<file path="src/rtl/wdh_pkg.sv">
/*
 * package of the watchdog and halt controller: register map, field
 * positions, reset values, timing counts and the apb request carrier.
 * assumes a 10 MHz clock and a 32-bit apb with byte addresses.
 */
package wdh_pkg;

	// ----------------------------------------------------------------
	// register map (index times four gives the byte address)
	// ----------------------------------------------------------------
	localparam logic [7:0] SEL_IDX    = 8'h09;
	localparam logic [7:0] STATUS_IDX = 8'h0A;
	localparam logic [7:0] CMD_IDX    = 8'h0C;
	localparam logic [7:0] CFG_IDX    = 8'h0D;
	localparam logic [7:0] SEL_ADDR    = 8'(SEL_IDX * 4);
	localparam logic [7:0] STATUS_ADDR = 8'(STATUS_IDX * 4);
	localparam logic [7:0] CMD_ADDR    = 8'(CMD_IDX * 4);
	localparam logic [7:0] CFG_ADDR    = 8'(CFG_IDX * 4);

	// ----------------------------------------------------------------
	// fields and reset values
	// ----------------------------------------------------------------
	localparam int         PDF_BIT      = 4;
	localparam int         TO_BIT       = 5;
	localparam logic [7:0] SEL_RESET    = 8'h87;
	localparam int         CMD_CLR      = 0;
	localparam int         CMD_CLR1     = 1;
	localparam int         CMD_CLR2     = 2;
	localparam int         CMD_HALT     = 3;
	localparam int         CFG_EN       = 0;
	localparam int         CFG_RC       = 1;
	localparam int         CFG_DUAL     = 2;
	localparam int         CFG_FREQ     = 3;
	localparam int         CFG_MASK_LSB = 8;
	localparam logic [15:0] CFG_RESET   = 16'hFF0B;

	// ----------------------------------------------------------------
	// timing counts
	// ----------------------------------------------------------------
	localparam int          INSTR_DIV       = 4;
	localparam logic [1:0]  INSTR_LAST      = 2'(INSTR_DIV - 1);
	localparam logic [7:0]  BASE_LAST       = 8'hFF;
	localparam int          WAKE_DELAY_CYC  = 1024;
	localparam logic [10:0] WAKE_LAST       = 11'(WAKE_DELAY_CYC - 1);

	typedef struct packed {
		logic        psel;
		logic        penable;
		logic        pwrite;
		logic [7:0]  paddr;
		logic [31:0] pwdata;
	} wdh_apb_req_t;

endpackage

</file>
<file path="src/rtl/wdh_top.sv">
/*
 * watchdog timer and halt sequencer with an apb register slave.
 * assumes rc_tick is a one-cycle pulse from the rc oscillator, and the
 * port a, interrupt and stack inputs are synchronous to clk.
 */
`timescale 1ns/1ns
module wdh_top (
	input  wire logic                 clk,
	input  wire logic                 resetn,
	input  wire wdh_pkg::wdh_apb_req_t apb,
	output logic [31:0]               prdata,
	output logic                      pready,
	output logic                      pslverr,
	input  wire logic                 rc_tick,
	input  wire logic [7:0]           port_a,
	input  wire logic                 irq_req,
	input  wire logic                 irq_enabled,
	input  wire logic                 stack_full,
	output logic                      timeout_pulse,
	output logic                      chip_reset,
	output logic                      warm_reset,
	output logic                      sys_osc_en,
	output logic                      io_hold,
	output logic                      resume_next,
	output logic                      take_irq,
	output logic                      sysclk_12mhz
);

	// ----------------------------------------------------------------
	// reset release
	// ----------------------------------------------------------------
	logic rst_meta;
	logic rst_sync;

	always_ff @(posedge clk or negedge resetn) begin
		if (!resetn) begin
			rst_meta <= 1'b0;
			rst_sync <= 1'b0;
		end else begin
			rst_meta <= 1'b1;
			rst_sync <= rst_meta;
		end
	end

	// ----------------------------------------------------------------
	// state
	// ----------------------------------------------------------------
	typedef struct packed {
		logic [7:0]  sel;
		logic        powerdown_flag;
		logic        to;
		logic [15:0] cfg;
		logic [1:0]  div4;
		logic [7:0]  div256;
		logic [6:0]  presc;
		logic        first_seen;
		logic        second_seen;
		logic        halted;
		logic [7:0]  pa_prev;
		logic        irq_block;
		logic        wake_pend;
		logic [10:0] wake_cnt;
		logic        wake_irq;
		logic        post_irq;
		logic        pready;
		logic        pslverr;
		logic [31:0] prdata;
		logic        timeout_pulse;
		logic        chip_reset;
		logic        warm_reset;
		logic        resume_next;
		logic        take_irq;
		logic        osc_on;
	} wdh_state_t;

	wdh_state_t s;
	wdh_state_t next_s;

	logic       acc;
	logic       wr;
	logic [3:0] cmd;
	logic       en;
	logic       inst_tick;
	logic       src_tick;
	logic [6:0] limit;
	logic       ovf;
	logic       clr_go;
	logic       halt_go;
	logic       pin_wake;
	logic       irq_wake;

	always_comb begin
		next_s = s;
		next_s.timeout_pulse = 1'b0;
		next_s.chip_reset    = 1'b0;
		next_s.warm_reset    = 1'b0;
		next_s.resume_next   = 1'b0;
		next_s.take_irq      = 1'b0;
		next_s.post_irq      = 1'b0;
		next_s.pa_prev       = port_a;

		// --------------------------------------------------------
		// apb slave, one wait state
		// --------------------------------------------------------
		acc = apb.psel && apb.penable && s.pready;
		wr  = acc && apb.pwrite;
		cmd = 4'h0;
		next_s.pready  = apb.psel && apb.penable && !s.pready;
		next_s.pslverr = 1'b0;
		next_s.prdata  = 32'h0000_0000;
		if (apb.psel && apb.penable && !s.pready) begin
			if (apb.paddr == wdh_pkg::SEL_ADDR) begin
				next_s.prdata = {24'h00_0000, s.sel};
			end else if (apb.paddr == wdh_pkg::STATUS_ADDR) begin
				next_s.prdata[wdh_pkg::PDF_BIT] = s.powerdown_flag;
				next_s.prdata[wdh_pkg::TO_BIT]  = s.to;
			end else if (apb.paddr == wdh_pkg::CFG_ADDR) begin
				next_s.prdata = {16'h0000, s.cfg};
			end else if (apb.paddr != wdh_pkg::CMD_ADDR) begin
				next_s.pslverr = 1'b1;
			end
		end
		if (wr) begin
			if (apb.paddr == wdh_pkg::SEL_ADDR) begin
				next_s.sel = apb.pwdata[7:0];
			end else if (apb.paddr == wdh_pkg::CMD_ADDR) begin
				cmd = apb.pwdata[3:0];
			end else if (apb.paddr == wdh_pkg::CFG_ADDR) begin
				next_s.cfg = apb.pwdata[15:0];
			end
		end

		// --------------------------------------------------------
		// watchdog counting
		// --------------------------------------------------------
		en        = s.cfg[wdh_pkg::CFG_EN];
		inst_tick = !s.halted && (s.div4 == wdh_pkg::INSTR_LAST);
		if (!s.halted) begin
			next_s.div4 = s.div4 + 2'd1;
		end
		src_tick = s.cfg[wdh_pkg::CFG_RC] ? rc_tick : inst_tick;
		limit    = 7'h7F >> (3'd7 - s.sel[2:0]);
		ovf      = en && src_tick && (s.div256 == wdh_pkg::BASE_LAST)
			&& (s.presc == limit);
		if (en && src_tick) begin
			next_s.div256 = s.div256 + 8'd1;
			if (s.div256 == wdh_pkg::BASE_LAST) begin
				next_s.presc = (s.presc == limit) ? 7'h00 : s.presc + 7'd1;
			end
		end

		// --------------------------------------------------------
		// clear instructions
		// --------------------------------------------------------
		clr_go = 1'b0;
		if (en && !s.halted) begin
			if (!s.cfg[wdh_pkg::CFG_DUAL]) begin
				clr_go = cmd[wdh_pkg::CMD_CLR];
			end else begin
				next_s.first_seen  = s.first_seen || cmd[wdh_pkg::CMD_CLR1];
				next_s.second_seen = s.second_seen || cmd[wdh_pkg::CMD_CLR2];
				if (next_s.first_seen && next_s.second_seen) begin
					clr_go             = 1'b1;
					next_s.first_seen  = 1'b0;
					next_s.second_seen = 1'b0;
				end
			end
		end
		halt_go = cmd[wdh_pkg::CMD_HALT] && !s.halted && !s.wake_pend;
		if (clr_go || (halt_go && en)) begin
			next_s.div256 = 8'h00;
			next_s.presc  = 7'h00;
		end
		if (clr_go) begin
			next_s.powerdown_flag = 1'b0;
			next_s.to  = 1'b0;
		end
		if (halt_go) begin
			next_s.halted    = 1'b1;
			next_s.powerdown_flag       = 1'b1;
			next_s.to        = 1'b0;
			next_s.irq_block = irq_req;
			next_s.div4      = 2'd0;
		end

		// --------------------------------------------------------
		// overflow and wake-up
		// --------------------------------------------------------
		pin_wake = |(s.pa_prev & ~port_a & s.cfg[wdh_pkg::CFG_MASK_LSB +: 8]);
		irq_wake = irq_req && !s.irq_block;
		if (!irq_req) begin
			next_s.irq_block = 1'b0;
		end
		if (ovf) begin
			next_s.timeout_pulse = 1'b1;
			next_s.to            = 1'b1;
			next_s.div256        = 8'h00;
			next_s.presc         = 7'h00;
			next_s.first_seen    = next_s.first_seen && !s.first_seen;
			next_s.second_seen   = next_s.second_seen && !s.second_seen;
			if (s.halted) begin
				next_s.warm_reset = 1'b1;
			end else begin
				next_s.chip_reset = 1'b1;
			end
		end
		if (s.halted && (ovf || pin_wake || irq_wake)) begin
			next_s.halted    = 1'b0;
			next_s.wake_pend = 1'b1;
			next_s.wake_cnt  = 11'd0;
			next_s.wake_irq  = irq_wake && !ovf && !pin_wake;
		end
		if (s.wake_pend) begin
			next_s.wake_cnt = s.wake_cnt + 11'd1;
			if (s.wake_cnt == wdh_pkg::WAKE_LAST) begin
				next_s.wake_pend = 1'b0;
				if (s.wake_irq && irq_enabled && !stack_full) begin
					next_s.post_irq = 1'b1;
				end else begin
					next_s.resume_next = 1'b1;
				end
			end
		end
		if (s.post_irq) begin
			next_s.take_irq = 1'b1;
		end
		next_s.osc_on = !next_s.halted;
	end

	always_ff @(posedge clk or negedge rst_sync) begin
		if (!rst_sync) begin
			s     <= '0;
			s.sel <= wdh_pkg::SEL_RESET;
			s.cfg <= wdh_pkg::CFG_RESET;
			s.osc_on <= 1'b1;
		end else begin
			s <= next_s;
		end
	end

	// ----------------------------------------------------------------
	// outputs
	// ----------------------------------------------------------------
	assign prdata        = s.prdata;
	assign pready        = s.pready;
	assign pslverr       = s.pslverr;
	assign timeout_pulse = s.timeout_pulse;
	assign chip_reset    = s.chip_reset;
	assign warm_reset    = s.warm_reset;
	assign sys_osc_en    = s.osc_on;
	assign io_hold       = s.halted;
	assign resume_next   = s.resume_next;
	assign take_irq      = s.take_irq;
	assign sysclk_12mhz  = s.cfg[wdh_pkg::CFG_FREQ];
endmodule

</file>
<file path="config.mk">
export PLATFORM = sky130hd
export DESIGN_NAME = wdh_top
export DESIGN_NICKNAME = d
export VERILOG_FILES = /design/src/rtl/wdh_pkg.sv /design/src/rtl/wdh_top.sv
export SDC_FILE = /design/constraint.sdc
export NUM_CORES = 1
export LEC_CHECK = 0
export ABC_AREA = 1
export BUFFER_PORTS_ARGS = -buffer_cell sky130_fd_sc_hd__buf_2
export CAP_MARGIN = 20
export CORE_MARGIN = 8
export CORE_UTILIZATION = 36
export CTS_CLUSTER_DIAMETER = 80
export DETAILED_ROUTE_END_ITERATION = 10
export GPL_TIMING_DRIVEN = 0
export RECOVER_POWER = 100
export SLEW_MARGIN = 40
export SYNTH_ARGS = -nofsm -noshare
export SYNTH_HDL_FRONTEND = slang
export SYNTH_SLANG_ARGS = --single-unit
</file>
<file path="constraint.sdc">
create_clock -name clk -period 3.8 [get_ports clk]
set_input_delay 0.76 -clock clk [delete_from_list [all_inputs] [get_ports clk]]
set_output_delay 0.76 -clock clk [all_outputs]
set_load 0.005 [all_outputs]
</file>
# ---- After elaboration in Yosys (flattened, before gate mapping)
# Cells that the tools add are included.
dict set report totals {
  ff_bits 111
  output_inout_bits 42
  word_cells 140
}
dict set report classes {
  add_sub_neg 5
  eq_ne 11
  shift 1
  muxes 46
  bitwise_logic 5
  reduce_logical 45
}
# operator count
set ops {}
lappend ops {{2-to-1 mux 33 bit} 1}
lappend ops {{equality test 8 x 6 -> 1 bit, second input constant} 4}
lappend ops {{2-to-1 mux 32 bit} 1}
lappend ops {{2-to-1 mux 15 bit} 2}
lappend ops {{2-to-1 mux 27 bit} 1}
lappend ops {{2-to-1 mux 1 bit} 22}
lappend ops {{logical AND 1 bit} 21}
lappend ops {{2-to-1 mux 17 bit} 1}
lappend ops {{AND 8 bit} 2}
lappend ops {{2-to-1 mux 16 bit} 1}
lappend ops {{2-to-1 mux 2 bit} 8}
lappend ops {{2-to-1 mux 4 bit} 4}
lappend ops {{2-to-1 mux 7 bit} 2}
lappend ops {{2-to-1 mux 13 bit} 1}
lappend ops {{2-to-1 mux 12 bit} 1}
lappend ops {{adder 11 x 1 -> 11 bit, second input constant} 1}
lappend ops {{equality test 11 x 10 -> 1 bit, second input constant} 1}
lappend ops {{zero test 1 bit} 10}
lappend ops {{nonzero test 3 bit} 3}
lappend ops {{adder 8 x 1 -> 8 bit, second input constant} 1}
lappend ops {{equality test 8 bit, second input constant} 1}
lappend ops {{!= test 8 x 6 -> 1 bit, second input constant} 1}
lappend ops {{inverter 8 bit} 1}
lappend ops {{OR reduction 8 bit} 1}
lappend ops {{13 further kinds} 21}

# ---- Depth between registers and ports, before layout
# Gate-level depths: netlist (run 1).
dict set report logic_depth {
  word_depth 12
  mapped_depth 13
  mapped_depth_nobuf 13
}

# ---- Worst setup path after synthesis (run 1)
# OpenSTA, ideal clock, no wires.
dict set report synth_timing {
  kind {input -> register}
  start {input apb[39] (netlist name)}
  end {register s[77] (netlist name)}
  arrival_ns 1.713
  slack_ns 1.965
  stages 10
  path_buffers 0
  path_cell_list {nor2_1 > nand2_1 > nor2_4 > nand3_2 > nor2_2 > nand2_2 > nand2_4 > nor2_8 > nand2_1 > o21ai_1}
}
dict set report synth_between {
  elab_chain_cells 12
  elab_cells_between_ends 18
  cone_classes {eq/ne: 2; mux: 8; reduce/logical: 8}
}
# element line_no
set synth_lines {}
lappend synth_lines {{start: declaration} wdh_top.sv:10} ;# input wire wdh_pkg::wdh_apb_req_t apb,
lappend synth_lines {{equality test 8 x 6 -> 1 bit} wdh_top.sv:126} ;# end else if (apb.paddr == wdh_pkg::CMD_ADDR) begin
lappend synth_lines {{2-to-1 mux 4 bit} wdh_top.sv:126}
lappend synth_lines {{2-to-1 mux 4 bit (*)} wdh_top.sv:124} ;# if (apb.paddr == wdh_pkg::SEL_ADDR) begin
lappend synth_lines {{2-to-1 mux 4 bit (*)} wdh_top.sv:123} ;# if (wr) begin
lappend synth_lines {{logical OR 1 bit (on tied branches)} {wdh_top.sv:160, wdh_top.sv:161}}
lappend synth_lines {{logical AND 1 bit} wdh_top.sv:162} ;# if (next_s.first_seen && next_s.second_seen) begin
lappend synth_lines {{2-to-1 mux 1 bit} wdh_top.sv:162}
lappend synth_lines {{2-to-1 mux 1 bit} wdh_top.sv:157} ;# if (!s.cfg[wdh_pkg::CFG_DUAL]) begin
lappend synth_lines {{2-to-1 mux 1 bit} wdh_top.sv:156} ;# if (en && !s.halted) begin
lappend synth_lines {{logical OR 1 bit (*)} wdh_top.sv:170} ;# if (clr_go || (halt_go && en)) begin
lappend synth_lines {{2-to-1 mux 15 bit} wdh_top.sv:170}
lappend synth_lines {{2-to-1 mux 17 bit} wdh_top.sv:194} ;# if (ovf) begin
lappend synth_lines {{end signal: assignment} wdh_top.sv:237} ;# s <= next_s;
lappend synth_lines {{end: declaration} wdh_top.sv:76} ;# wdh_state_t s;
# Every way passes the cells marked *; elsewhere a longest branch is shown, timed or not.
# A chain may end at the register's enable or synchronous reset.

# ---- Final worst setup path (run 1)
dict set report layout_timing {
  start {register s[103] (netlist name)}
  end {register s[41] (netlist name)}
}
dict set report layout_between {
  elab_chain_cells 7
  elab_cells_between_ends 10
  cone_classes {add/sub: 1; eq/ne: 1; shift: 1; reduce/logical: 7}
}
# element line_no
set layout_lines {}
lappend layout_lines {{subtractor 3 bit (*)} wdh_top.sv:142} ;# limit = 7'h7F >> (3'd7 - s.sel[2:0]);
lappend layout_lines {{>> shifter 7 x 3 -> 7 bit (*)} wdh_top.sv:142}
lappend layout_lines {{equality test 7 bit (*)} wdh_top.sv:144} ;# && (s.presc == limit);
lappend layout_lines {{logical AND 1 bit (*)} wdh_top.sv:144}
lappend layout_lines {{zero test 1 bit / logical OR 1 bit (equally long branches)} {wdh_top.sv:211, wdh_top.sv:207}}
lappend layout_lines {{logical AND 1 bit / logical OR 1 bit (equally long branches)} {wdh_top.sv:211, wdh_top.sv:207}}
lappend layout_lines {{logical AND 1 bit (on tied branches)} {wdh_top.sv:211, wdh_top.sv:207}}
# Marks and branches as above.

==> summary.txt, run 1 <==
Ys Warns = 0
DRC = 0
relative slew slack = 51.7%
Mapped Cells = 529
crit path time final = 2470 ps
total CTS buffers = 9
CTS H-tree depth = 3
footprint of the multi-input gates = 1800 µm²
Post-CTS Setup Repair Bufs = 0
worst-skew pair later-pin latency = 330 ps
Critical path origin = s[103]
Fin Setup TNS = 0 ps
Synth top area share = 40.9%
most frequent cell on the critical path = nand3_1
Worst-Margin Slew = 725 ps
flops & latches, synth = 95
top post-synthesis cells by area = dfrtp_1 41%, nand2_1 9.7%, dfstp_2 8.7%
Syn Area/Cell = 9.13 µm²
power density cells = 391 nW/µm²
filler cell count = 1,330
reg2reg start = s[103]
crit path buf inv count = 3
CTS tree = yes
Clock Sinks = 95
share of cells above drive strength 1 = 24.2%
grt total ovfl = 0
gr usage total = 12.3%
hpwl dp = 8000 µm
Buffers on Ports = 66
cts hold-fix bufs = 0
Hold WC Path Type = primary input to asynchronous set/reset pin
Die Wd = 132 µm
Rows = 42
dpl cells = 788
Post-Place Cell Area = 5480 µm²
CP peak stage delay = 520 ps
Critical Path Sink = s[41]
die area = 17,400 µm²
Crit path required time = 4040 ps
f_max = 405 MHz
Routed Antenna Nets = 0
Seq/Total Area, Yosys = 49.6%
Clock Skew = 8.70 ps
Reg-to-Reg End = s[41]
Netlist cell types = 42
root buffer cell = clkbuf_16
final wirelength = 10,400 µm
first-pass GRT wire length = 17,900 µm
Final Instance Area = 5640 µm²
initial antenna violation count = 0
Crit Path Class = flop to flop
minimum hold slack = 191 ps
status = finished clean
final hold viol count = 0
die height = 132 µm
Arr. time, crit path = 2710 ps
Synth area leader = dfrtp_1
Slew Limit Fails = 0
Stages on worst setup path = 10
crit-path cells = clkbuf_1 -> inv_1 -> nor2_1 -> nand2_1 -> nand3_1 -> nor2_1 -> nand3_1 -> clkbuf_1 -> nand3_1 -> o21ai_0
core area = 13,200 µm²
Peak VDD IR = 209 µV
pin count of the biggest net entering global routing = 45
Non-Filler Instances = 804
I/O pin cnt = 99
crit start category = flop
Worst setup EP type = flop
Final period util = 64.9%
RSZ-0062 raised after global routing = false
maximum clock path buffer count = 2
post-cts sizing count = 0
flop2flop setup slack = 1330 ps
CP top delay family = buffers and inverters
Synth-to-Final Area Change = 16.6%
Final Power = 2200 µW
per-cell routed wire length = 13.0 µm
register area = 2400 µm²
Starting Density = 36.6%
ys async rst share = 100%
setup violators final = 0
via/cell ratio = 4.51
max_cap viols = 0
Vias = 3,628
vias in the first global route = 3,737
crit path max-delay cell type = dfstp_2
Leak Pwr = 0.00288 µW
number of enable flip-flop cells after synthesis = 0
fin nets = 684
Iteration-0 DRC Markers = 232
Final GP Congestion = 0.808
drt pass-1 iters = 4
Worst R2R Path Depth = 10
synthesized area = 4830 µm²
diode count = 0
largest fanout on the critical path = 10
Clock transition at path regs = 70 ps
prevailing post-synth register cell = dfrtp_1
## where the power goes
| group | switching (µW) | leakage [µW] | internal [µW] |
|---|---|---|---|
| Sequential | 16.6 | 0.00119 | 1030 |
| Clock | 361 | 0.000170 | 680 |
| Combinational | 65.5 | 0.00152 | 49.2 |
| Total | 443 | 0.00288 | 1760 |
## synth_stat cells, types with 6 or more instances
master,count
a21oi_1,13
nor2_4,6
nand3_1,24
nand3b_1,7
o21ai_1,12
o21ai_0,20
nand4_1,8
dfstp_2,16
buf_4,34
nand2_1,125
nand2_2,8
nand3_2,9
nor3_1,7
inv_2,7
xor2_1,7
nor2_2,7
inv_1,54
dfrtp_1,79
nor2_1,34
## flip-flops by register name (all words and copies together), names as in the netlist
signal         flops
pready             1
resume_next        1
prdata            16
s                 66
take_irq           1
rst_meta           1
sysclk_12mhz       1
timeout_pulse      1
warm_reset         1
sys_osc_en         1
io_hold            1
chip_reset         1
en                 1
rst_sync           1
pslverr            1
## layer usage
metal / vias up / track usage, % / wire [µm]
li1: 1822 / - / -
met1: 1722 / 15.6 / 4960
met2: 78 / 20.0 / 4880
met3: 6 / 2.59 / 465
met4: 0 / 4.66 / 119
met5: - / 0 / 0
## cells in the final DEF (no fill, tap or decap), drive strengths merged
cell	instances
xor2	7
a31oi	1
o21ai	34
o211ai	2
nand4	12
o22ai	1
inv	61
bufinv	3
mux2	8
ha	4
dfstp	16
clkinv	1
xnor2	3
a21oi	13
conb	17
clkbuf	47
nor2	48
nor3	11
nand2	138
a21boi	1
nor4	1
buf	76
nand3b	7
dfrtp	79
o21bai	1
nand3	36
## worst reg2reg max path: stages, from the launching register on
cell      delay (ps)
dfstp_2          520
clkbuf_1         320
inv_1            190
nor2_1           180
nand2_1           70
nand3_1           70
nor2_1            60
nand3_1          180
clkbuf_1         480
nand3_1          120
o21ai_0          180
## area by class of cell
| cell class | instances | area share (%) |
|---|---|---|
| multi-input cells | 345 | 31.9 |
| clock buffers | 13 | 4.62 |
| inverters | 62 | 4.22 |
| well taps | 176 | 3.91 |
| clock inverters | 3 | 1.60 |
| repair buffers | 68 | 6.04 |
| flip-flops and latches | 95 | 42.5 |
| plain buffers | 42 | 5.20 |
## worst min path at each step
stage | from | end | slack (ps)
after global placement | s[40] | take_irq | 340
final | resetn | rst_meta | 190
after floorplan | rst_meta | rst_sync | 330
after detailed placement | rst_sync | pready | 200
after global routing | resetn | rst_meta | 200
after CTS | resetn | rst_sync | 180
## metrics by stage
stage | setup slack (ps) | utilization [%]
5_1_grt | 1010 | 42.7
6_report | 1330 | 42.7
4_1_cts | 1990 | 44.2
2_1_floorplan | 986 | -
3_5_place_dp | 1640 | 41.6
3_3_place_gp | -56.3 | 41.2
## kinds of logic after synthesis
family,synth area share (%)
buffers and inverters,11.4
multiplexers,2.18
adder cells (fa/ha/maj),1.04
AO/OA/AOI/OAI,6.09
flip-flops,49.6
XOR/XNOR,1.81
AND/OR/NAND/NOR,27.7
other,0.155
(Power assumes the default switching activity.)
==> run 2, diff against run 1 <==
clock period = 2.5 ns   (was 3.8 ns; I/O delays follow)
==> run 2 against run 1 <==
First-iteration DRC count up 42%. Routed wire length down 0.48%. Maximum frequency up 24%. Highest routed layer unchanged. Setup slack worse by 830 ps. Clock power up 44%. Cell count up 0.12%. Largest power group unchanged. Worst hold slack better by 85 ps. Non-clock buffer count up 1. Total power up 48%. Die area unchanged.
==> summary.txt, run 2 (synthesized netlist as in run 1, its figures left out) <==
worst-skew pair later-pin latency = 340 ps (about the same)
Worst-Margin Slew = 1060 ps (+335 ps)
per-cell routed wire length = 12.9 µm (-0.60%)
gr usage total = 12.5% (+0.21 points)
most frequent cell on the critical path = nand2_1
post-cts sizing count = 0 (unchanged)
filler cell count = 1,323 (-0.53%)
CP peak stage delay = 520 ps (about the same)
Clock transition at path regs = 70 ps (about the same)
maximum clock path buffer count = 2 (unchanged)
Die Wd = 132 µm (unchanged)
register bank with the most flops = s
first-pass GRT wire length = 17,900 µm (+0.31%)
Starting Density = 36.6% (unchanged)
max_cap viols = 0 (unchanged)
Final period util = 79.8% (+15 points)
diode count = 0 (unchanged)
Peak VDD IR = 330 µV (+58%)
share of cells above drive strength 1 = 26.1% (+1.9 points)
Slew Limit Fails = 0 (unchanged)
Hold WC Path Type = primary input to flop
core area = 13,200 µm² (unchanged)
f_max = 501 MHz (+24%)
Vias = 3,607 (-0.58%)
commonest non-fill, non-tap cell in the layout = nand2_1
vias in the first global route = 3,712 (-0.67%)
Rows = 42 (unchanged)
pin count of the biggest net entering global routing = 44 (-2.2%)
Buffers on Ports = 66 (unchanged)
status = finished clean
RSZ-0062 raised after global routing = false
Final Instance Area = 5670 µm² (+0.67%)
relative slew slack = 29.3% (-22 points)
fin nets = 685 (+0.15%)
root buffer cell = clkbuf_16
power density cells = 575 nW/µm² (+47%)
Final GP Congestion = 0.779 (-3.7%)
Fin Setup TNS = 0 ps (unchanged)
die height = 132 µm (unchanged)
Arr. time, crit path = 2210 ps (-500 ps)
Worst setup EP type = flop
via/cell ratio = 4.48 (-0.70%)
grt total ovfl = 0 (unchanged)
total CTS buffers = 9 (unchanged)
Routed Antenna Nets = 0 (unchanged)
final hold viol count = 0 (unchanged)
crit path time final = 2000 ps (-471 ps)
final wirelength = 10,400 µm (-0.48%)
DRC = 0 (unchanged)
CTS H-tree depth = 3 (unchanged)
drt pass-1 iters = 7 (+3)
largest fanout on the critical path = 9 (-1)
crit-path cells = buf_4 -> inv_2 -> nand2_1 -> nand2_1 -> nand2_1 -> nand2_1 -> nor2_1 -> nand3_1 -> nand3_1 -> nand3_2 -> nand2_1 -> nand2_1
setup violators final = 0 (unchanged)
initial antenna violation count = 0 (unchanged)
Post-Place Cell Area = 5480 µm² (unchanged)
Synth-to-Final Area Change = 17.4%
hpwl dp = 7880 µm (-1.4%)
die area = 17,400 µm² (unchanged)
crit start category = flop
Clock Sinks = 95 (unchanged)
crit path max-delay cell type = dfstp_2
Largest register FFs = 66 (unchanged)
Leak Pwr = 0.00288 µW (+0.26%)
Crit Path Class = flop to flop
Clock Skew = 5.92 ps (-2.78 ps)
most frequent cells in the layout = 130 x nand2_1, 79 x dfrtp_1, 55 x inv_1
Crit path required time = 2720 ps (-1320 ps)
Iteration-0 DRC Markers = 329 (+42%)
I/O pin cnt = 99 (unchanged)
CTS tree = yes
[run 2: layer usage]
metal  GRT usage [%]  wire [µm]  vias up
met5               0          0        -
li1                -          -     1824
met3            3.05        462        6
met1            16.5       5020     1708
met4            4.66         90        0
met2            19.3       4800       69
[run 2: final cells by class]
class,count,area [µm²],area share [%]
Tap cell,176,220,3.88
Sequential cell,95,2400,42.3
Buffer,42,310,5.47
Clock inverter,5,80.1,1.41
Inverter,62,238,4.19
Timing Repair Buffer,69,344,6.07
Clock buffer,11,253,4.46
Multi-Input combinational cell,345,1830,32.3
[run 2: worst paths after layout]
| check | endpoint | slack, ps | start | depth (start not counted) |
|---|---|---|---|---|
| min in group asynchronous | warm_reset | 440 | rst_sync | 0 |
| max in group asynchronous | chip_reset | 700 | rst_sync | 2 |
| worst min-delay path | s[58] | 280 | port_a[3] | 1 |
| worst min register to register | rst_sync | 350 | rst_meta | 0 |
| worst max-delay path | s[52] | 500 | s[103] | 12 |
| worst max register to register | s[52] | 500 | s[103] | 12 |
[run 2: repair_timing]
action | in CTS | in global routing
setup buffers | 0 | 0
hold endpoints to repair | 2 | 0
hold buffers | 1 | 0
[run 2: power by group]
| group | total, µW | switching [µW] | internal (µW) | leakage, µW |
|---|---|---|---|---|
| sequential | 1590 | 26.3 | 1570 | 0.00119 |
| clock | 1500 | 570 | 929 | 0.000158 |
| combinational | 170 | 97.4 | 72.9 | 0.00154 |
| total | 3260 | 694 | 2570 | 0.00288 |
[run 2: per-stage QoR]
stage | std cells | setup WS [ps] | power (µW) | util, % | hold slack [ps]
2_1_floorplan | 544 | 917 | 1730 | - | 204
3_3_place_gp | 786 | 342 | 1790 | 41.2 | 286
3_5_place_dp | 788 | 588 | 1800 | 41.6 | 251
4_1_cts | 805 | 708 | 3310 | 44.2 | 257
5_1_grt | 805 | 298 | 3390 | 43.0 | 270
6_report | 805 | 504 | 3260 | 43.0 | 276
[run 2: critical path, delay by kind of cell, from the launching register on]
| kind | cells | cell delay [ps] |
|---|---|---|
| buffers and inverters | 2 | 230 |
| flip-flops | 1 | 520 |
| AND/OR/NAND/NOR | 10 | 1120 |
